### src/hw/query_table_pkg.sv
// Constants for the flash query database block: register map, command codes,
// query offsets and the fixed query contents.
// Assumes a 32-bit classic Wishbone register bus with byte addresses.
package query_table_pkg;

  // Bus geometry
  localparam int ADR_W = 12;
  localparam int DAT_W = 32;
  localparam int SEL_W = 4;
  localparam int WORD_SHIFT = 2;

  // Register map (byte addresses)
  localparam logic [ADR_W-1:0] CTRL_ADR = 12'h000;
  localparam logic [ADR_W-1:0] CMD_ADR = 12'h004;
  localparam logic [ADR_W-1:0] STATUS_ADR = 12'h008;
  localparam logic [ADR_W-1:0] WIN_BASE = 12'h200;
  localparam logic [ADR_W-1:0] WIN_MASK = 12'hE00;

  // Register fields
  localparam int CTRL_BYTE_MODE_BIT = 0;
  localparam int STATUS_QUERY_BIT = 0;
  localparam int STATUS_BYTE_MODE_BIT = 1;
  localparam int LANE0_BIT = 0;

  // Reset values
  localparam logic RST_BYTE_MODE = 1'b0;
  localparam logic [7:0] RST_LAST_CMD = 8'hFF;

  // Command codes
  localparam logic [7:0] CMD_QUERY = 8'h98;

  // Window and query offsets
  localparam int IDX_W = 7;
  localparam int OFS_W = 7;
  localparam logic [OFS_W-1:0] OFS_LAST = 7'h3F;
  localparam logic [7:0] BYTE_ZERO = 8'h00;

  localparam logic [OFS_W-1:0] OFS_QRY_Q = 7'h10;
  localparam logic [OFS_W-1:0] OFS_QRY_R = 7'h11;
  localparam logic [OFS_W-1:0] OFS_QRY_Y = 7'h12;
  localparam logic [OFS_W-1:0] OFS_PRI_ID_LO = 7'h13;
  localparam logic [OFS_W-1:0] OFS_PRI_ID_HI = 7'h14;
  localparam logic [OFS_W-1:0] OFS_PRI_EXT_LO = 7'h15;
  localparam logic [OFS_W-1:0] OFS_PRI_EXT_HI = 7'h16;
  localparam logic [OFS_W-1:0] OFS_VCC_MIN = 7'h1B;
  localparam logic [OFS_W-1:0] OFS_VCC_MAX = 7'h1C;
  localparam logic [OFS_W-1:0] OFS_VPP_MIN = 7'h1D;
  localparam logic [OFS_W-1:0] OFS_VPP_MAX = 7'h1E;
  localparam logic [OFS_W-1:0] OFS_TYP_WRITE = 7'h1F;
  localparam logic [OFS_W-1:0] OFS_TYP_BUF = 7'h20;
  localparam logic [OFS_W-1:0] OFS_TYP_BLK_ERASE = 7'h21;
  localparam logic [OFS_W-1:0] OFS_TYP_CHIP_ERASE = 7'h22;
  localparam logic [OFS_W-1:0] OFS_MAX_WRITE = 7'h23;
  localparam logic [OFS_W-1:0] OFS_MAX_BUF = 7'h24;
  localparam logic [OFS_W-1:0] OFS_MAX_BLK_ERASE = 7'h25;
  localparam logic [OFS_W-1:0] OFS_MAX_CHIP_ERASE = 7'h26;
  localparam logic [OFS_W-1:0] OFS_DEV_SIZE = 7'h27;
  localparam logic [OFS_W-1:0] OFS_IF_LO = 7'h28;
  localparam logic [OFS_W-1:0] OFS_BUF_LO = 7'h2A;
  localparam logic [OFS_W-1:0] OFS_REGIONS = 7'h2C;
  localparam logic [OFS_W-1:0] OFS_BLOCKS_LO = 7'h2D;
  localparam logic [OFS_W-1:0] OFS_BLK_SIZE_HI = 7'h30;
  localparam logic [OFS_W-1:0] OFS_EXT_P = 7'h31;
  localparam logic [OFS_W-1:0] OFS_EXT_R = 7'h32;
  localparam logic [OFS_W-1:0] OFS_EXT_I = 7'h33;
  localparam logic [OFS_W-1:0] OFS_VER_MAJOR = 7'h34;
  localparam logic [OFS_W-1:0] OFS_VER_MINOR = 7'h35;
  localparam logic [OFS_W-1:0] OFS_FEATURES = 7'h36;
  localparam logic [OFS_W-1:0] OFS_SUSPEND_FN = 7'h3A;
  localparam logic [OFS_W-1:0] OFS_BLK_FLAG_MASK_LO = 7'h3B;
  localparam logic [OFS_W-1:0] OFS_VCC_OPT = 7'h3D;
  localparam logic [OFS_W-1:0] OFS_VPP_OPT = 7'h3E;

  // Query contents
  localparam logic [7:0] VAL_ASCII_Q = 8'h51;
  localparam logic [7:0] VAL_ASCII_R = 8'h52;
  localparam logic [7:0] VAL_ASCII_Y = 8'h59;
  localparam logic [7:0] VAL_PRI_EXT_LO = 8'h31;
  localparam logic [7:0] VAL_VCC_MIN = 8'h27;
  localparam logic [7:0] VAL_VCC_MAX = 8'h55;
  localparam logic [7:0] VAL_VPP_MIN = 8'h27;
  localparam logic [7:0] VAL_VPP_MAX = 8'h55;
  localparam logic [7:0] VAL_TYP_WRITE = 8'h03;
  localparam logic [7:0] VAL_TYP_BLK_ERASE = 8'hDA;
  localparam logic [7:0] VAL_TYP_CHIP_ERASE = 8'hDF;
  localparam logic [7:0] VAL_MAX_ERASE_MULT = 8'h04;
  localparam logic [7:0] VAL_DEV_SIZE = 8'h15;
  localparam logic [7:0] VAL_IF_LO = 8'h02;
  localparam logic [7:0] VAL_BUF_LO = 8'h05;
  localparam logic [7:0] VAL_REGIONS = 8'h01;
  localparam logic [7:0] VAL_BLOCKS_LO = 8'h1F;
  localparam logic [7:0] VAL_BLK_SIZE_HI = 8'h01;
  localparam logic [7:0] VAL_ASCII_P = 8'h50;
  localparam logic [7:0] VAL_ASCII_I = 8'h49;
  localparam logic [7:0] VAL_VER_MAJOR = 8'h31;
  localparam logic [7:0] VAL_VER_MINOR = 8'h30;
  localparam logic [7:0] VAL_FEATURES = 8'h0F;
  localparam logic [7:0] VAL_SUSPEND_FN = 8'h01;
  localparam logic [7:0] VAL_BLK_FLAG_MASK_LO = 8'h03;
  localparam logic [7:0] VAL_OPT_VOLT = 8'h50;

  // Bit positions inside the block status mask byte
  localparam int BLOCK_LOCK_FLAG_BIT = 0;
  localparam int BLOCK_VALID_FLAG_BIT = 1;

  // Read mode of the device
  typedef enum logic [0:0] {
    MODE_ARRAY = 1'b0,
    MODE_QUERY = 1'b1
  } mode_type;

endpackage
### src/hw/query_table.sv
// Query database of a byte/word-wide flash part, reached over classic Wishbone.
// Assumes a single clock, synchronous inputs and a well-behaved Wishbone master.
//
// Our own choices: the placing of the registers and the Wishbone slave port.
`timescale 1ns/1ns

// Functional notes
// - Query offsets 10H-12H return ASCII Q, R, Y.
// - Offsets 13H,14H return the primary command set identifier, low byte first.
// - Offsets 15H,16H return extended table location 31H,00H.
// - Alternate command set and table address bytes 17H-1AH read zero.
// - Supply limits at 1BH-1EH: 27H, 55H, 27H, 55H in tenths of volts.
// - Offset 1FH returns 3H, typical single write timeout exponent.
// - Offset 20H returns typical full buffer write timeout exponent.
// - Offset 21H returns DAH, typical block erase timeout.
// - Offset 22H returns DFH, typical chip erase timeout.
// - Offsets 23H-26H hold max timeout multipliers; erase entries are 04H.
// - Offsets 28H,29H return 02H,00H, byte and word width supported.
// - Offsets 2AH,2BH return 05H,00H, a 32-byte write buffer.
// - Offset 2CH returns 01H, one uniform erase region.
// - Offsets 2DH,2EH return 1FH,00H, thirty-two blocks.
// - Offsets 2FH,30H return 00H,01H, 64 kilobyte blocks.
// - Extended table: P, R, I at 31H-33H, versions 31H and 30H.
// - Offsets 36H-39H return 0FH,00H,00H,00H optional feature flags.
// - Offset 3AH returns 01H, write allowed during erase suspend.
// - Offsets 3BH,3CH return 03H,00H, lock and valid flags active.
// - Offsets 3DH,3EH return 50H, optimum supply voltages.
// - Offset 3FH is reserved and carries no information.
// - Query bytes sit on the low lane; word mode high lane is 00H.
// - In byte mode the lowest offset address bit is ignored.
// - Unassigned or reserved query locations read zero.
module query_table
  import query_table_pkg::*;
#(
  // Arbitrary neutral identifier value
  parameter logic [7:0] PRI_ID_LO = 8'h5A,
  // Arbitrary neutral identifier value
  parameter logic [7:0] PRI_ID_HI = 8'h00,
  parameter logic [7:0] TYP_BUF_EXP = 8'h06,
  parameter logic [7:0] MAX_WRITE_MULT = 8'h01,
  parameter logic [7:0] MAX_BUF_MULT = 8'h01
)
(
  input wire logic clk_sys,
  input wire logic rst_b,
  input wire logic wb_cyc_i,
  input wire logic wb_stb_i,
  input wire logic wb_we_i,
  input wire logic [ADR_W-1:0] wb_adr_i,
  input wire logic [SEL_W-1:0] wb_sel_i,
  input wire logic [DAT_W-1:0] wb_dat_i,
  output logic [DAT_W-1:0] wb_dat_o,
  output logic wb_ack_o
);

  typedef struct packed {
    mode_type mode;
    logic byte_mode;
    logic [7:0] last_cmd;
    logic ack;
    logic [DAT_W-1:0] dat;
  } state_type;

  state_type state_r;
  state_type state_nxt;

  // Fixed query contents indexed by word offset
  function automatic logic [7:0] query_rom(input logic [OFS_W-1:0] ofs);
    logic [7:0] val;
    val = BYTE_ZERO;
    case (ofs)
      OFS_QRY_Q:
      begin
        val = VAL_ASCII_Q;
      end
      OFS_QRY_R:
      begin
        val = VAL_ASCII_R;
      end
      OFS_QRY_Y:
      begin
        val = VAL_ASCII_Y;
      end
      OFS_PRI_ID_LO:
      begin
        val = PRI_ID_LO;
      end
      OFS_PRI_ID_HI:
      begin
        val = PRI_ID_HI;
      end
      OFS_PRI_EXT_LO:
      begin
        val = VAL_PRI_EXT_LO;
      end
      OFS_PRI_EXT_HI:
      begin
        val = BYTE_ZERO;
      end
      OFS_VCC_MIN:
      begin
        val = VAL_VCC_MIN;
      end
      OFS_VCC_MAX:
      begin
        val = VAL_VCC_MAX;
      end
      OFS_VPP_MIN:
      begin
        val = VAL_VPP_MIN;
      end
      OFS_VPP_MAX:
      begin
        val = VAL_VPP_MAX;
      end
      OFS_TYP_WRITE:
      begin
        val = VAL_TYP_WRITE;
      end
      OFS_TYP_BUF:
      begin
        val = TYP_BUF_EXP;
      end
      OFS_TYP_BLK_ERASE:
      begin
        val = VAL_TYP_BLK_ERASE;
      end
      OFS_TYP_CHIP_ERASE:
      begin
        val = VAL_TYP_CHIP_ERASE;
      end
      OFS_MAX_WRITE:
      begin
        val = MAX_WRITE_MULT;
      end
      OFS_MAX_BUF:
      begin
        val = MAX_BUF_MULT;
      end
      OFS_MAX_BLK_ERASE:
      begin
        val = VAL_MAX_ERASE_MULT;
      end
      OFS_MAX_CHIP_ERASE:
      begin
        val = VAL_MAX_ERASE_MULT;
      end
      OFS_DEV_SIZE:
      begin
        val = VAL_DEV_SIZE;
      end
      OFS_IF_LO:
      begin
        val = VAL_IF_LO;
      end
      OFS_BUF_LO:
      begin
        val = VAL_BUF_LO;
      end
      OFS_REGIONS:
      begin
        val = VAL_REGIONS;
      end
      OFS_BLOCKS_LO:
      begin
        val = VAL_BLOCKS_LO;
      end
      OFS_BLK_SIZE_HI:
      begin
        val = VAL_BLK_SIZE_HI;
      end
      OFS_EXT_P:
      begin
        val = VAL_ASCII_P;
      end
      OFS_EXT_R:
      begin
        val = VAL_ASCII_R;
      end
      OFS_EXT_I:
      begin
        val = VAL_ASCII_I;
      end
      OFS_VER_MAJOR:
      begin
        val = VAL_VER_MAJOR;
      end
      OFS_VER_MINOR:
      begin
        val = VAL_VER_MINOR;
      end
      OFS_FEATURES:
      begin
        val = VAL_FEATURES;
      end
      OFS_SUSPEND_FN:
      begin
        val = VAL_SUSPEND_FN;
      end
      OFS_BLK_FLAG_MASK_LO:
      begin
        val = VAL_BLK_FLAG_MASK_LO
          & ((8'h01 << BLOCK_LOCK_FLAG_BIT) | (8'h01 << BLOCK_VALID_FLAG_BIT));
      end
      OFS_VCC_OPT:
      begin
        val = VAL_OPT_VOLT;
      end
      OFS_VPP_OPT:
      begin
        val = VAL_OPT_VOLT;
      end
      default:
      begin
        val = BYTE_ZERO;
      end
    endcase
    return val;
  endfunction

  // Maps a window index to a word offset, honouring the width select
  function automatic logic [OFS_W-1:0] window_offset(
    input logic [IDX_W-1:0] idx,
    input logic byte_mode
  );
    logic [OFS_W-1:0] ofs;
    ofs = idx;
    if (byte_mode)
    begin
      ofs = idx >> 1;
    end
    return ofs;
  endfunction

  // Full-word register address match
  function automatic logic reg_hit(
    input logic [ADR_W-1:0] adr,
    input logic [ADR_W-1:0] reg_adr
  );
    return adr == reg_adr;
  endfunction

  // Read mode selected by a command byte; any other byte returns to array reads
  function automatic mode_type mode_after_cmd(input logic [7:0] cmd);
    mode_type mode;
    mode = MODE_ARRAY;
    case (cmd)
      CMD_QUERY:
      begin
        mode = MODE_QUERY;
      end
      default:
      begin
        mode = MODE_ARRAY;
      end
    endcase
    return mode;
  endfunction

  // Status word: query mode flag and width select
  function automatic logic [DAT_W-1:0] status_word(
    input mode_type mode,
    input logic byte_mode
  );
    logic [DAT_W-1:0] word;
    word = '0;
    word[STATUS_QUERY_BIT] = mode == MODE_QUERY;
    word[STATUS_BYTE_MODE_BIT] = byte_mode;
    return word;
  endfunction

  logic req;
  logic in_window;
  logic [IDX_W-1:0] win_idx;
  logic [OFS_W-1:0] win_ofs;
  logic [7:0] win_byte;

  always_comb
  begin
    req = wb_cyc_i && wb_stb_i && !state_r.ack;
    in_window = (wb_adr_i & WIN_MASK) == WIN_BASE;
    win_idx = IDX_W'((wb_adr_i - WIN_BASE) >> WORD_SHIFT);
    win_ofs = window_offset(win_idx, state_r.byte_mode);
    win_byte = BYTE_ZERO;
    if (state_r.mode == MODE_QUERY && win_ofs <= OFS_LAST)
    begin
      win_byte = query_rom(win_ofs);
    end

    state_nxt = state_r;
    state_nxt.ack = req;
    state_nxt.dat = '0;
    if (req)
    begin
      if (wb_we_i)
      begin
        if (reg_hit(wb_adr_i, CTRL_ADR) && wb_sel_i[LANE0_BIT])
        begin
          state_nxt.byte_mode = wb_dat_i[CTRL_BYTE_MODE_BIT];
        end
        else if (reg_hit(wb_adr_i, CMD_ADR) && wb_sel_i[LANE0_BIT])
        begin
          state_nxt.last_cmd = wb_dat_i[7:0];
          state_nxt.mode = mode_after_cmd(wb_dat_i[7:0]);
        end
      end
      else
      begin
        case (1'b1)
          reg_hit(wb_adr_i, CTRL_ADR):
          begin
            state_nxt.dat[CTRL_BYTE_MODE_BIT] = state_r.byte_mode;
          end
          reg_hit(wb_adr_i, CMD_ADR):
          begin
            state_nxt.dat[7:0] = state_r.last_cmd;
          end
          reg_hit(wb_adr_i, STATUS_ADR):
          begin
            state_nxt.dat = status_word(state_r.mode, state_r.byte_mode);
          end
          // Low lane only; word mode high lane stays 00H
          in_window:
          begin
            state_nxt.dat[7:0] = win_byte;
          end
          default:
          begin
            state_nxt.dat = '0;
          end
        endcase
      end
    end
  end

  always_ff @(posedge clk_sys or negedge rst_b)
  begin
    if (!rst_b)
    begin
      state_r.mode <= MODE_ARRAY;
      state_r.byte_mode <= RST_BYTE_MODE;
      state_r.last_cmd <= RST_LAST_CMD;
      state_r.ack <= 1'b0;
      state_r.dat <= '0;
    end
    else
    begin
      state_r <= state_nxt;
    end
  end

  assign wb_ack_o = state_r.ack;
  assign wb_dat_o = state_r.dat;

endmodule

### config.mk
export PLATFORM = sky130hd
export DESIGN_NAME = query_table
export DESIGN_NICKNAME = d
export VERILOG_FILES = /design/src/hw/query_table_pkg.sv /design/src/hw/query_table.sv
export SDC_FILE = /design/constraint.sdc
export NUM_CORES = 1
export LEC_CHECK = 0
export ABC_AREA = 1
export BUFFER_PORTS_ARGS = -buffer_cell sky130_fd_sc_hd__buf_2
export CORE_ASPECT_RATIO = 1.2
export CORE_MARGIN = 1
export CORE_UTILIZATION = 47
export DETAILED_ROUTE_END_ITERATION = 8
export GPL_TIMING_DRIVEN = 1
export PLACE_DENSITY = 0.8
export SETUP_SLACK_MARGIN = 0.05
export SLEW_MARGIN = 20
export SYNTH_ARGS = -nofsm -noshare
export SYNTH_HDL_FRONTEND = slang
export SYNTH_SLANG_ARGS = --single-unit
### constraint.sdc
create_clock -name clk_sys -period 2.69 [get_ports clk_sys]
set_clock_uncertainty 0.1 [all_clocks]
set_input_delay 0.269 -clock clk_sys [delete_from_list [all_inputs] [get_ports clk_sys]]
set_output_delay 0.269 -clock clk_sys [all_outputs]
set_load 0.05 [all_outputs]
== Word level (Yosys, flattened, before mapping) ==
Memory sizes are Yosys's and may differ from the RTL's.
Cells that the tools add are included.

* Bits in registers: 43
* Latch bits: 0
* Memory bits (writable): 0
* Bits in read-only memories: 512
* Bits of input ports: 53
* Output and inout port bits: 33
* Word-level logic and storage cells: 36
* Memories kept: 1

{| class="wikitable"
|+ Memory list
! memory !! words !! bits a word !! read ports !! clocked after Yosys merged registers in !! write ports !! RTL line !! source
|-
| (name not given) || 64 || 8 || 1 || 0 || 0 || query_table.sv:71 || <nowiki>case (ofs)</nowiki>
|}

* Add/sub/neg operators: 1
* Multiply operators: 0
* Div/mod/pow operators: 0
* Order comparisons: 1
* Equal/unequal tests: 4
* Shift-type cells: 0
* Multiplexer cells: 14
* Bitwise gates (word level): 1
* Reduce and logical (&&, ||, !) cells: 9

{| class="wikitable"
|+ Operators with widths
! kind !! number
|-
| $mux 7 || 5
|-
| $mux 32 || 1
|-
| $mux 8 || 3
|-
| $eq 12x3->1 const B || 1
|-
| $eq 12x4->1 const B || 1
|-
| $logic_not 12->1 || 1
|-
| $sub 9x1->9 const B || 1
|-
| $eq 8x8->1 const B || 1
|-
| $le 7x6->1 const B || 1
|-
| $logic_and 1x1->1 || 5
|-
| $mux 1 || 5
|-
| $reduce_and 4->1 || 1
|-
| $eq 3x1->1 const B || 1
|-
| $reduce_and 3->1 || 1
|-
| $logic_not 1->1 || 1
|-
| $not 1->1 || 1
|}

== Depth between registers and ports, before layout ==
Gate-level depths: netlist of run 1.

* Depth after elaboration: 11
* Depth in mapped cells: 15
* Mapped depth without buffers: 14

== Worst setup path after synthesis of run 1 ==
OpenSTA, ideal clock, no wires.

* Kind: register to register
* Start: register state_r[41] in the netlist's numbering
* End: register state_r (netlist bit wb_dat_o[4])
* Setup time: 125 ps
* Arrival time: 1645 ps
* Data required time: 2465 ps
* Path slack: 820 ps
* Cell stages (with the launch flop): 14
* Buffers on the path: 1
* Period minus slack after synthesis: 1870 ps
* Path through: dfrtp_1 -> inv_2 -> buf_6 -> nand2_1 -> nand2_1 -> ha_1 -> nand3_1 -> nand2_1 -> a21oi_1 -> nand2_1 -> nand2_1 -> nand2_1 -> nand3_1 -> a21oi_1

{| class="wikitable"
|+ RTL lines
! what !! RTL line !! source
|-
| start: declaration || query_table.sv:64 || <nowiki>state_type state_r;</nowiki>
|-
| start signal: assignment || query_table.sv:348 || <nowiki>state_r <= state_nxt;</nowiki>
|}

==> results, run 1 <==
- The run finished with clean final reports.
- For this run, the post-layout net count is about 360.
- From bottom edge to top edge, the die measures 70.76 µm.
- Setup repair after global routing left no endpoint under its margin.
- Setup violations remaining at the end of the flow were counted as 0.
- The violation count after the first detailed-route iteration is 55.
- The initial antenna violation count is 0.
- The type of the worst min-delay path is in2reg.
- The accumulated negative setup slack is 0 ps.
- For the worst setup path, the data arrival time is 2250 ps.
- The highest attainable clock frequency is 461.4 MHz.
- The total vias in the final route is 1,713.
- The worst hold path cell count is 3.
- Dividing the detail-routed wire length by the instance count gives between 10 and 15 µm.
- In this run the deepest clock path goes through 2 buffers.
- STA classifies the critical path endpoint as a flop.
- The area growth from synthesis to layout is 6.013%.
- The total number of clock tree sinks is 19.
- After layout, the worst path uses about four fifths of the clock period.
- The hold path startpoint is wb_dat_i[5].
- The number of diodes is 0.
- The number of antenna-violating nets in the routed design is 0.
- The share of layout cells above drive strength 1 is 24.50%.
- The total global routing overflow is 0.
- The critical path goes through buf_4 > nand2_1 > nand2_1 > ha_1 > nand3_1 > nand2_1 > a21oi_1 > a21oi_1 > nand2_1 > o21a_1 > nor2_1.
- The cell with the largest stage delay on the worst path is sky130_fd_sc_hd__dfrtp_1.
- The maximum fanout encountered on the critical timing path is 12.
- The number of warnings reported in the yosys synthesis log is 0.
- The die covers ~0.0042 mm².
- Measured on the finished design, the core utilization comes to 53.15%.
- The type of element launching the critical path is a flop.
- Synthesis handed over a netlist of between 200 and 300 instances.
- The count of TritonRoute iterations in the first routing pass is 4.
- At the end of routability-driven placement, the weighted congestion stood at 0.9354.
- The number of cells traversed by the worst register-to-register path is 11.
- The DRC violation count after routing is 0.
- Summed over all cells, the static leakage comes to 1.072 nW.
- The via count of the first global-routing pass is 1,572.
- The total power density per cell area is between 300 and 400 mW/mm².
- The library cell used most frequently in the layout, excluding fill and tap cells, is sky130_fd_sc_hd__nand2_1.
- The synthesized area per cell is 6.758 µm².
- The largest net degree at the start of global routing is 20.
- The root buffer cell is sky130_fd_sc_hd__clkbuf_8.
- The critical path data required time is 2770 ps.
- The number of setup buffers added after CTS is 0.
- The path type of the worst setup path is reg2reg.
- The TritonCTS clock tree is done.
- The number of primary I/O pins is between 80 and 90.
- The starting density of the core is 50.14%.
- The final layout contains routed wiring with a total length of 3.852 mm.
- The later pin in the worst-skew pair is clocked with a latency of ~250 ps.
- The stage delay of the slowest cell on the critical path is 390 ps.
- The synthesized cell area is 0.001852 mm².
- After synthesis the netlist holds a flip-flop and latch count of 19.
- The HPWL reported at the end of detailed placement is 3.053 mm.
- The core region is around 0.0037 mm².
- The average vias per placed instance is 4.839.
- Counting the buffers created by CTS gives 3.
- The number of rows created at floorplan is 24.
- The final period demand of the worst path is 2168 ps.
- The cell repeated most along the worst path is sky130_fd_sc_hd__nand2_1.
- The endpoint identified for the worst register-to-register timing path is wb_dat_o[3].
- The max-capacitance violation count is 0.
- The total number of H-tree levels is 1.
- The reg-to-reg critical path startpoint is state_r[41].
- The clock-pin slew on the worst setup and hold paths is 70 ps.
- The reg-to-reg setup timing slack is roughly 520 ps.
- The final max-slew violation count is 0.
- The global router's overall resource usage is 20.47%.
- In this run the tool buffered the top-level ports with 34 buffer cells.
- Leaving out fill and tap cells, the most frequent cells in the layout are 88 x sky130_fd_sc_hd__nand2_1, 34 x sky130_fd_sc_hd__buf_2, 24 x sky130_fd_sc_hd__conb_1.
- The post-CTS resize count is 0.
- Sequential cells were found to cover 26.22% of the synthesized design area.
- The final hold violation count is 0.
- The highest ir drop seen on vdd is approximately 0.40 mV.
- The sink of the worst hold path is state_r[38].
- The cts-stage hold buffer count is 1.
- The die is about 60 µm wide.
- The first global-routing pass estimated 6.713 mm of wire.
- The number of unique standard cell types used by synthesis is 34.
==> sequential cells by signal (all words and copies together), names as in the netlist <==
name	flops
wb_dat_o	8
state_r	10
wb_ack_o	1
==> worst max-delay path: cells and delay by family (launching register included) <==
family / cells / cell delay (ps)
AOI/OAI and AO/OA: 3 / 400
adders and majority gates: 1 / 350
buffers and inverters: 1 / 180
DFF: 1 / 390
and+or+nand+nor: 6 / 660
==> synth_stat cells <==
cell type                   n  area [µm²]
sky130_fd_sc_hd__inv_1     18       67.56
sky130_fd_sc_hd__nor2_8     1       20.02
sky130_fd_sc_hd__nor2_4     1       11.26
sky130_fd_sc_hd__buf_6      3       33.78
sky130_fd_sc_hd__or2_4      1       8.760
sky130_fd_sc_hd__a21oi_1   13       65.06
sky130_fd_sc_hd__conb_1     1       3.750
sky130_fd_sc_hd__clkinv_1   1       3.750
sky130_fd_sc_hd__o21a_1     1       7.510
sky130_fd_sc_hd__nor2_1    18       67.56
sky130_fd_sc_hd__dfstp_2    8       210.2
sky130_fd_sc_hd__o211ai_1   2       15.01
sky130_fd_sc_hd__o22ai_2    1       12.51
sky130_fd_sc_hd__o21ai_2    1       8.760
sky130_fd_sc_hd__o21ai_1    3       15.01
sky130_fd_sc_hd__dfrtp_1   11       275.3
sky130_fd_sc_hd__nand2_4    4       45.04
sky130_fd_sc_hd__nor3_1     3       15.01
sky130_fd_sc_hd__nand3_1   17       85.08
sky130_fd_sc_hd__nand4_1    5       31.28
sky130_fd_sc_hd__nor2_2     1       6.260
sky130_fd_sc_hd__nand2_1   88       330.3
sky130_fd_sc_hd__o31ai_1    1       7.510
sky130_fd_sc_hd__o22ai_1    1       6.260
sky130_fd_sc_hd__nor3_2     1       10.01
sky130_fd_sc_hd__nand3_4    1       17.52
sky130_fd_sc_hd__inv_2      7       26.28
sky130_fd_sc_hd__o21ai_0   12       60.06
sky130_fd_sc_hd__inv_4      1       6.260
sky130_fd_sc_hd__ha_1       6       75.07
sky130_fd_sc_hd__buf_4     32       240.2
sky130_fd_sc_hd__a21boi_0   1       7.510
sky130_fd_sc_hd__nand2_2    7       43.79
sky130_fd_sc_hd__nor4_1     2       12.51
==> per-stage QoR <==
step | instance area (µm²) | power (mW) | setup slack [ps] | hold slack (ps) | cells
2_1_floorplan | 1938 | 0.4804 | 819.8 | -126.6 | 297
3_3_place_gp | 1907 | 0.4982 | 588.9 | 115.7 | 349
3_5_place_dp | 1907 | 0.4991 | 565.2 | 125.6 | 349
4_1_cts | 1963 | 0.6953 | 546.3 | 117.9 | 354
5_1_grt | 1963 | 0.7347 | 329.9 | 122.8 | 354
6_report | 1963 | 0.6955 | 522.5 | 122.5 | 354
==> worst max-delay path by stage <==
stage / from / end / slack (ps)
finish: state_r[41] / wb_dat_o[3] / 520
global route: state_r[41] / wb_dat_o[1] / 330
CTS: state_r[41] / wb_dat_o[3] / 550
detailed placement: state_r[41] / wb_dat_o[3] / 570
global placement: state_r[41] / wb_dat_o[4] / 590
floorplan: state_r[41] / wb_dat_o[4] / 820
==> cell families after synthesis <==
kind of cell / synth area share [%]
and+or+nand+nor: 38.04
DFF: 26.22
AOI/OAI and AO/OA: 11.08
buffers and inverters: 20.41
other: 0.2025
adders and majority gates: 4.054
==> routing by layer <==
metal / GRT usage (%) / vias up / wire [µm]
li1: - / 877 / -
met1: 26.40 / 757 / 1629
met2: 35.08 / 71 / 1942
met3: 3.473 / 8 / 227
met4: 4.762 / 0 / 53
met5: 0 / - / 0
==> area by class of cell <==
class	count	area, µm²
multi-input combinational	216	1075
timing repair buffer	36	187.7
inverter	27	103.9
sequential	19	485.5
clock inverter	1	5.005
clock buffer	3	41.29
tap	52	65.06
fill	394	1730
==> where the power goes <==
part | leakage (nW) | switching (mW) | total [mW] | internal, mW
Combinational | 0.822 | 0.163 | 0.209 | 0.0460
Sequential | 0.225 | 0.000793 | 0.288 | 0.288
Clock | 0.0255 | 0.0950 | 0.198 | 0.103
Power figures use the tool's default switching activity.
==> run 2: changes to the inputs <==
ABC_AREA = 0   (was 1)
CORE_UTILIZATION = 50   (was 47)
PLACE_DENSITY = 0.82   (was 0.8)
clock period = 2.2 ns   (was 2.69 ns; I/O delays follow)
==> run 2 against run 1 <==
The flow now finishes with violations (setup timing). Routed wire length grew 42%. Hold slack worse by 7.5 ps. Highest routed layer unchanged. Die area is 10% higher.
==> results, run 2 <==
- The run finished, with violations left.
- The checks that failed: setup timing.
- The final wirelength is 5.477 mm (+42%).
- The sort of element at the end of the critical path is a flop.
- The clock-pin slew on the worst setup and hold paths is 70 ps (about the same).
- The number of buffers inserted during clock tree synthesis is 3 (unchanged).
- The max-capacitance violation count is 0 (unchanged).
- The number of cells traversed by the worst register-to-register path is 8 (-3).
- The min-delay analysis places its worst path in the category in2reg.
- The violation count after the first detailed-route iteration is 99 (+80%).
- The buffer levels on the longest clock path was 2 (unchanged).
- The core outline area is 0.004066 mm² (+10%).
- The height of the chip is 74.29 µm (+5.0%).
- The synthesized area per cell was 8.814 µm² (+30%).
- The post-synthesis instance total is 247 (-9.9%).
- The wire length of the first global-routing pass is 8.625 mm (+28%).
- The global placer's final weighted congestion was 0.9958 (+6.5%).
- Ranked by total cell area, the synthesized netlist is headed by sky130_fd_sc_hd__dfrtp_1 13%, sky130_fd_sc_hd__buf_4 12%, sky130_fd_sc_hd__dfstp_2 9.7%.
- The leading register cell type out of synthesis is sky130_fd_sc_hd__dfrtp_1.
- The HPWL reported at the end of detailed placement is 3.999 mm (+31%).
- The share of layout cells above drive strength 1 is 45.36% (+21 points).
- The global routing stage identified its most utilized layer as met2.
- The final max-slew violation count was 0 (unchanged).
- The number of rows created at floorplan came to 25 (+4.2%).
- The period utilization was 101.4% (+21 points).
- The global routing usage on met2 is 41.15% (+6.1 points).
- The largest net degree at the start of global routing was 35 (+75%).
- The number of antenna-violating nets in the routed design is 0 (unchanged).
- The share of the core filled with cells in the final layout is 66.03% (+13 points).
- Sorting the synthesized cells by how often they occur yields 34 x sky130_fd_sc_hd__buf_4, 24 x sky130_fd_sc_hd__nand2_1, 17 x sky130_fd_sc_hd__a21oi_1, 12 x sky130_fd_sc_hd__nor2_1, 11 x sky130_fd_sc_hd__dfrtp_1.
- The total power density per cell area is 362.4 mW/mm² (+2.3%).
- The initial antenna violation count is 0 (unchanged).
- The critical path data arrival time was 2280 ps (+30 ps).
- Leaving out fill and tap cells, the most frequent cell in the layout is sky130_fd_sc_hd__buf_2.
- The number of port buffers is 34 (unchanged).
- The total leakage power is 1.151 nW (+7.4%).
- Tracing the worst setup path back leads to its startpoint at state_r[41].
- The final routed wire length divided by cell count was 15.88 µm (+46%).
- By instance count, the leading cell after synthesis is sky130_fd_sc_hd__buf_4.
- The final hold violation count is 0 (unchanged).
- The die footprint is 0.004623 mm² (+10%).
- The final count of negative-setup-slack endpoints is 1 (+1).
- The total number of H-tree levels is 1 (unchanged).
- The met3 track utilization from global routing is 3.834% (+0.36 points).
- The starting density of the core is 53.54% (+3.4 points).
- The part of the Yosys area used for sequential elements was 22.30% (-3.9 points).
- The count of TritonRoute iterations in the first routing pass is 5 (+1).
- The accumulated negative setup slack is -30.86 ps (-30.86 ps).
- The latest clock arrival within the worst-skew pair came to 250 ps (about the same).
- The critical path is of the reg2reg type.
- The met1 global-route usage was 30.48% (+4.1 points).
- The net count of the finished layout is 351 (-3.0%).
- The worst path setup slack after routing is -30.86 ps (-553.3 ps).
- The number of diodes was 0 (unchanged).
- Setup repair after global routing could not meet its margin everywhere.
- The share of flip-flops with an asynchronous set or reset after synthesis came to 100.0% (unchanged).
- The startpoint identified for the worst register-to-register timing path is state_r[41].
- The highest attainable clock frequency is 448.3 MHz (-2.8%).
- The highest ir drop seen on vdd is 0.4267 mV (+7.2%).
- The synthesized flop and latch total was 19 (unchanged).
- The die span in x is 62.24 µm (+4.9%).
- The number of enable-type register cells in the synthesized netlist is 0 (unchanged).
- The final period demand of the worst path is 2231 ps (+63.32 ps).
- The total global routing overflow is 0 (unchanged).
- The area taken by flip-flops and latches was 485.5 µm² (unchanged).
- The root buffer cell is sky130_fd_sc_hd__clkbuf_8.
- The final-layout worst hold slack was 115.0 ps (-7.480 ps).
- The number of flip-flops in the largest register is 10 (unchanged).
- The area of placed instances is 0.002386 mm² (+25%).
- The synthesized cell area is 0.002177 mm² (+18%).
- The TritonCTS clock tree is done.
- The cell area after layout is 0.002685 mm² (+37%).
- The number of warnings reported in the yosys synthesis log came to 0 (unchanged).
- The via count of the first global-routing pass was 1,807 (+15%).
- The number of primary I/O pins is 86 (unchanged).
- In the layout the commonest cells are 34 x sky130_fd_sc_hd__buf_2, 24 x sky130_fd_sc_hd__conb_1, 23 x sky130_fd_sc_hd__nand2_1, 23 x sky130_fd_sc_hd__buf_4.
- More flip-flops sit in one register than any other, and that register is state_r.
- The number of unique standard cell types used by synthesis is 67 (+97%).
- The largest area contributor in the netlist is sky130_fd_sc_hd__dfrtp_1.
- The average vias per placed instance is 5.893 (+22%).
- The area growth from synthesis to layout is 23.33%.
- The critical path data required time is 2250 ps (-520 ps).
- The type of element launching the critical path is a flop.
- The fraction of synthesized cell area taken by the top area cell type was 12.64% (-5.2 points).
- The global router's overall resource usage is 23.71% (+3.2 points).
- The number of filler instances in the final layout came to 334 (-15%).
- The total vias in the final route came to 2,033 (+19%).
- The reg-to-reg setup timing slack is -30 ps (-550 ps).
- The total number of clock tree sinks was 19 (unchanged).
- The worst setup slack after placement came to -48.33 ps (-613.5 ps).
- The DRC violation count after routing is 0 (unchanged).
- The hold path startpoint is wb_dat_i[3].
- The area used by multi-input combinational logic is 0.001612 mm² (+50%).
- The maximum fanout encountered on the critical timing path came to 4 (-8).
- The worst hold path cell count came to 2 (-1).
## run 2: cell types whose count changed after synthesis, sizes merged, moves of 5 or more
cell,previous run,this run
nand2b,0,7
buf,35,47
o21ai,16,5
o221ai,0,5
mux2,0,14
inv,26,9
o31ai,1,6
nand3,18,6
mux2i,0,6
nor2,21,12
nand2,99,25
## run 2: critical path: stages (launching register included)
cell,delay (ps)
sky130_fd_sc_hd__dfrtp_1,370
sky130_fd_sc_hd__buf_12,130
sky130_fd_sc_hd__mux2i_4,370
sky130_fd_sc_hd__ha_4,220
sky130_fd_sc_hd__inv_2,40
sky130_fd_sc_hd__or3_4,340
sky130_fd_sc_hd__a21oi_4,190
sky130_fd_sc_hd__a21oi_2,90
sky130_fd_sc_hd__o31ai_2,270
## run 2: metrics by stage
stage,power (mW),cells
after floorplan,0.6304,270
after global placement,0.6887,336
after detailed placement,0.6934,336
after CTS,0.9393,342
after global routing,1.016,345
final,0.9731,345
## run 2: logic make-up (layout without fill, tap and decap cells)
logic type / after synthesis / in the layout / share of synthesized area, %
flops: 19 / 19 / 22.30
simple gates: 78 / 78 / 20.81
mux: 20 / 20 / 12.47
compound gates: 67 / 67 / 22.76
buf+inv: 56 / 77 / 18.05
other cells: 1 / 24 / 0.1722
fa+ha+maj: 6 / 6 / 3.448
## run 2: repair_timing
| item | 4_1_cts | 5_1_grt |
|---|---|---|
| gates resized for setup | 13 | 27 |
| hold buffers | 1 | 0 |
| hold endpoints to repair | 11 | 0 |
| endpoints found under the setup margin | 7 | 7 |
| pin swaps | 5 | 16 |
| buffers inserted | 1 | 3 |
## run 2: path summary, 6_finish.rpt
check / endpoint
min in group asynchronous: wb_dat_o[6]
max reg2reg: wb_dat_o[3]
max: wb_dat_o[3]
min: state_r[36]
min reg2reg: wb_ack_o
max in group asynchronous: state_r[40]
## run 2: layer usage
layer | wire length (µm) | up-vias
met1 | 2236 | 958
met2 | 2734 | 129
met3 | 405 | 14
met5 | 0 | -
met4 | 100 | 0
li1 | - | 932
## run 2: layout make-up
cell class,instances,area share (%)
flip-flops and latches,19,18.08
inverters,9,1.351
clock inverters,1,0.1864
well taps,54,2.516
clock buffers,3,1.538
multi-input cells,195,60.02
repair buffers,64,16.31
## run 2: power by group
| part | total, mW | internal, mW | switching, mW |
|---|---|---|---|
| registers | 0.352 | 0.351 | 0.000917 |
| clock network | 0.232 | 0.126 | 0.106 |
| logic | 0.389 | 0.128 | 0.261 |
| total | 0.973 | 0.605 | 0.368 |
==> run 3: changes to the inputs <==
ABC_AREA = 1   (was 0)
CORE_UTILIZATION = 47   (was 50)
PLACE_DENSITY = 0.8   (was 0.82)
==> run 3 against run 2 <==
The flow now finishes without violations. Critical path type unchanged. Power decreased by 11%. Critical path depth increased by 3. Combinational power decreased by 30%. Routed wire length decreased by 26%. Sequential power about the same.
==> results, run 3 (synthesis gave the netlist of run 1 again) <==
- In this run the most critical hold path is launched from wb_dat_i[1].
- The first element of the critical path is state_r[41].
- The area growth from synthesis to layout is 10.95%.
- The maximum fanout encountered on the critical timing path is 11 (+7).
- The final wirelength is 4.069 mm (-26%).
- The number of primary I/O pins is 86 (unchanged).
- The number of antenna-violating nets in the routed design is 0 (unchanged).
- The total leakage power is 1.106 nW (-4.0%).
- The number of buffers inserted during clock tree synthesis came to 3 (unchanged).
- The clock-pin slew on the worst setup and hold paths is 70 ps (about the same).
- The final max-slew violation count was 0 (unchanged).
- The wire length of the first global-routing pass was 6.734 mm (-22%).
- The buffer levels on the longest clock path was 2 (unchanged).
- The net count of the finished layout is 369 (+5.1%).
- The total power is 0.8681 mW (-11%).
- The critical path data arrival time is 2150 ps (-130 ps).
- The highest attainable clock frequency is 485.0 MHz (+8.2%).
- The type of element launching the critical path is a flop.
- The violation count after the first detailed-route iteration was 58 (-41%).
- The met3 track utilization from global routing was 2.925% (-0.91 points).
- In this run the worst hold path is classified as in2reg.
- The reg-to-reg critical path startpoint is state_r[41].
- The total number of H-tree levels is 1 (unchanged).
- The final hold violation count is 0 (unchanged).
- The accumulated negative setup slack is 0 ps (+30.86 ps).
- The period utilization is 93.72% (-7.7 points).
- The total number of clock tree sinks is 19 (unchanged).
- The height of the chip is 70.76 µm (-4.7%).
- The global routing usage on met2 is 34.96% (-6.2 points).
- The core outline area is 0.003694 mm² (-9.2%).
- The global placer's final weighted congestion was 0.9504 (-4.6%).
- The latest clock arrival within the worst-skew pair was 250 ps (about the same).
- STA classifies the critical path endpoint as a flop.
- The met1 global-route usage is 26.81% (-3.7 points).
- The number of diodes is 0 (unchanged).
- The max-capacitance violation count is 0 (unchanged).
- The count of non-filler cells in the finished layout is 361 (+4.6%).
- The critical path data required time is 2290 ps (+40 ps).
- The cell sitting at the root of the clock tree is a sky130_fd_sc_hd__clkbuf_8.
- The final routed wire length divided by cell count is 11.27 µm (-29%).
- The library cell used most frequently in the layout, excluding fill and tap cells, is sky130_fd_sc_hd__nand2_1.
- The total power density per cell area is 422.5 mW/mm² (+17%).
- The highest ir drop seen on vdd is 0.4111 mV (-3.7%).
- The die footprint is 0.004196 mm² (-9.2%).
- The average vias per placed instance came to 4.839 (-18%).
- The number of flip-flops in the largest register is 10 (unchanged).
- Setup repair after global routing could not meet its margin everywhere.
- The TritonCTS clock tree is done.
- The register ranked first by flip-flop count is state_r.
- The final-layout worst hold slack was 69.05 ps (-45.93 ps).
- The final period demand of the worst path was 2062 ps (-169.1 ps).
- The total global routing overflow is 0 (unchanged).
- The total instance count after detailed placement was 353 (+5.1%).
- The share of layout cells above drive strength 1 was 29.13% (-16 points).
- The flow ran to the end, and the final reports show no timing, DRC or antenna violations.
- The number of rows created at floorplan is 24 (-4.0%).
- The die span in x is 59.30 µm (-4.7%).
- The global router's overall resource usage is 20.56% (-3.2 points).
- The path type of the worst setup path is reg2reg.
- The DRC violation count after routing is 0 (unchanged).
- The HPWL reported at the end of detailed placement is 3.140 mm (-21%).
- The final count of negative-setup-slack endpoints was 0 (-1).
- The top cell types in the final layout, fill and taps aside, are 81 x sky130_fd_sc_hd__nand2_1, 34 x sky130_fd_sc_hd__buf_2, 24 x sky130_fd_sc_hd__conb_1.
- The number of port buffers is 34 (unchanged).
- The starting density of the core is 50.14% (-3.4 points).
- The count of TritonRoute iterations in the first routing pass came to 4 (-1).
- The initial antenna violation count is 0 (unchanged).
- The global-route layer with the greatest usage is met2.
- The total vias in the final route is 1,747 (-14%).
- The via count of the first global-routing pass was 1,577 (-13%).
- The largest net degree at the start of global routing was 20 (-43%).
run 3: changes by cell type in the layout (fill, tap and decap cells not counted), sizes merged, moves of 5 or more:
cell	previous run	this run
nand2b	7	0
inv	9	26
mux2i	6	0
o31ai	6	1
nand3	6	18
o21ai	5	16
mux2	14	0
buf	63	42
nor2	12	21
o221ai	5	0
nand2	25	99
run 3: what timing repair did:
| item | CTS | global route |
|---|---|---|
| setup buffers | 0 | 3 |
| hold buffers | 1 | 0 |
| gates resized for setup | 0 | 11 |
| setup endpoints to repair | 0 | 8 |
| hold endpoints to repair | 11 | 0 |
run 3: per-layer routing:
metal  vias up  wire length (µm)
li1        888                 -
met1       778              1694
met3        11               210
met5         -                 0
met4         0                74
met2        70              2089
run 3: per-stage QoR:
step / util (%) / setup slack (ps) / cell area, µm²
2_1_floorplan: - / 329.8 / 1938
3_3_place_gp: 52.44 / 77.96 / 1937
3_5_place_dp: 52.44 / 91.35 / 1937
4_1_cts: 53.93 / 52.20 / 1992
5_1_grt: 55.62 / 45.47 / 2054
6_report: 55.62 / 138.3 / 2054
run 3: path summary, 6_finish.rpt:
| path | slack [ps] | cells past startpoint | to |
|---|---|---|---|
| worst max-delay path | 140 | 11 | wb_dat_o[3] |
| worst min-delay path | 70 | 3 | state_r[34] |
| worst max register to register | 140 | 11 | wb_dat_o[3] |
| worst min register to register | 370 | 2 | state_r[33] |
| max in group asynchronous | 1350 | 2 | state_r[36] |
| min in group asynchronous | 330 | 2 | wb_dat_o[4] |
run 3: power breakdown:
group | total [mW] | internal, mW | switching (mW)
registers | 0.353 | 0.352 | 0.000934
clock network | 0.243 | 0.129 | 0.114
logic | 0.273 | 0.0664 | 0.206
total | 0.868 | 0.547 | 0.321
run 3: final cells by class:
class,count,area [µm²]
clock buffer,4,45.04
fill,366,1639
inverter,27,103.9
multi-input combinational,216,1111
sequential,19,485.5
tap,52,65.06
timing repair buffer,43,244.0
run 3: worst max-delay path: stages, from the launching register on:
cell	delay, ps
sky130_fd_sc_hd__dfrtp_1	410
sky130_fd_sc_hd__buf_6	160
sky130_fd_sc_hd__nand2_1	70
sky130_fd_sc_hd__nand2_2	110
sky130_fd_sc_hd__ha_4	290
sky130_fd_sc_hd__nand3_1	130
sky130_fd_sc_hd__nand2_1	140
sky130_fd_sc_hd__a21oi_1	100
sky130_fd_sc_hd__a21oi_1	140
sky130_fd_sc_hd__nand2_1	80
sky130_fd_sc_hd__o21a_1	170
sky130_fd_sc_hd__nor2_1	90
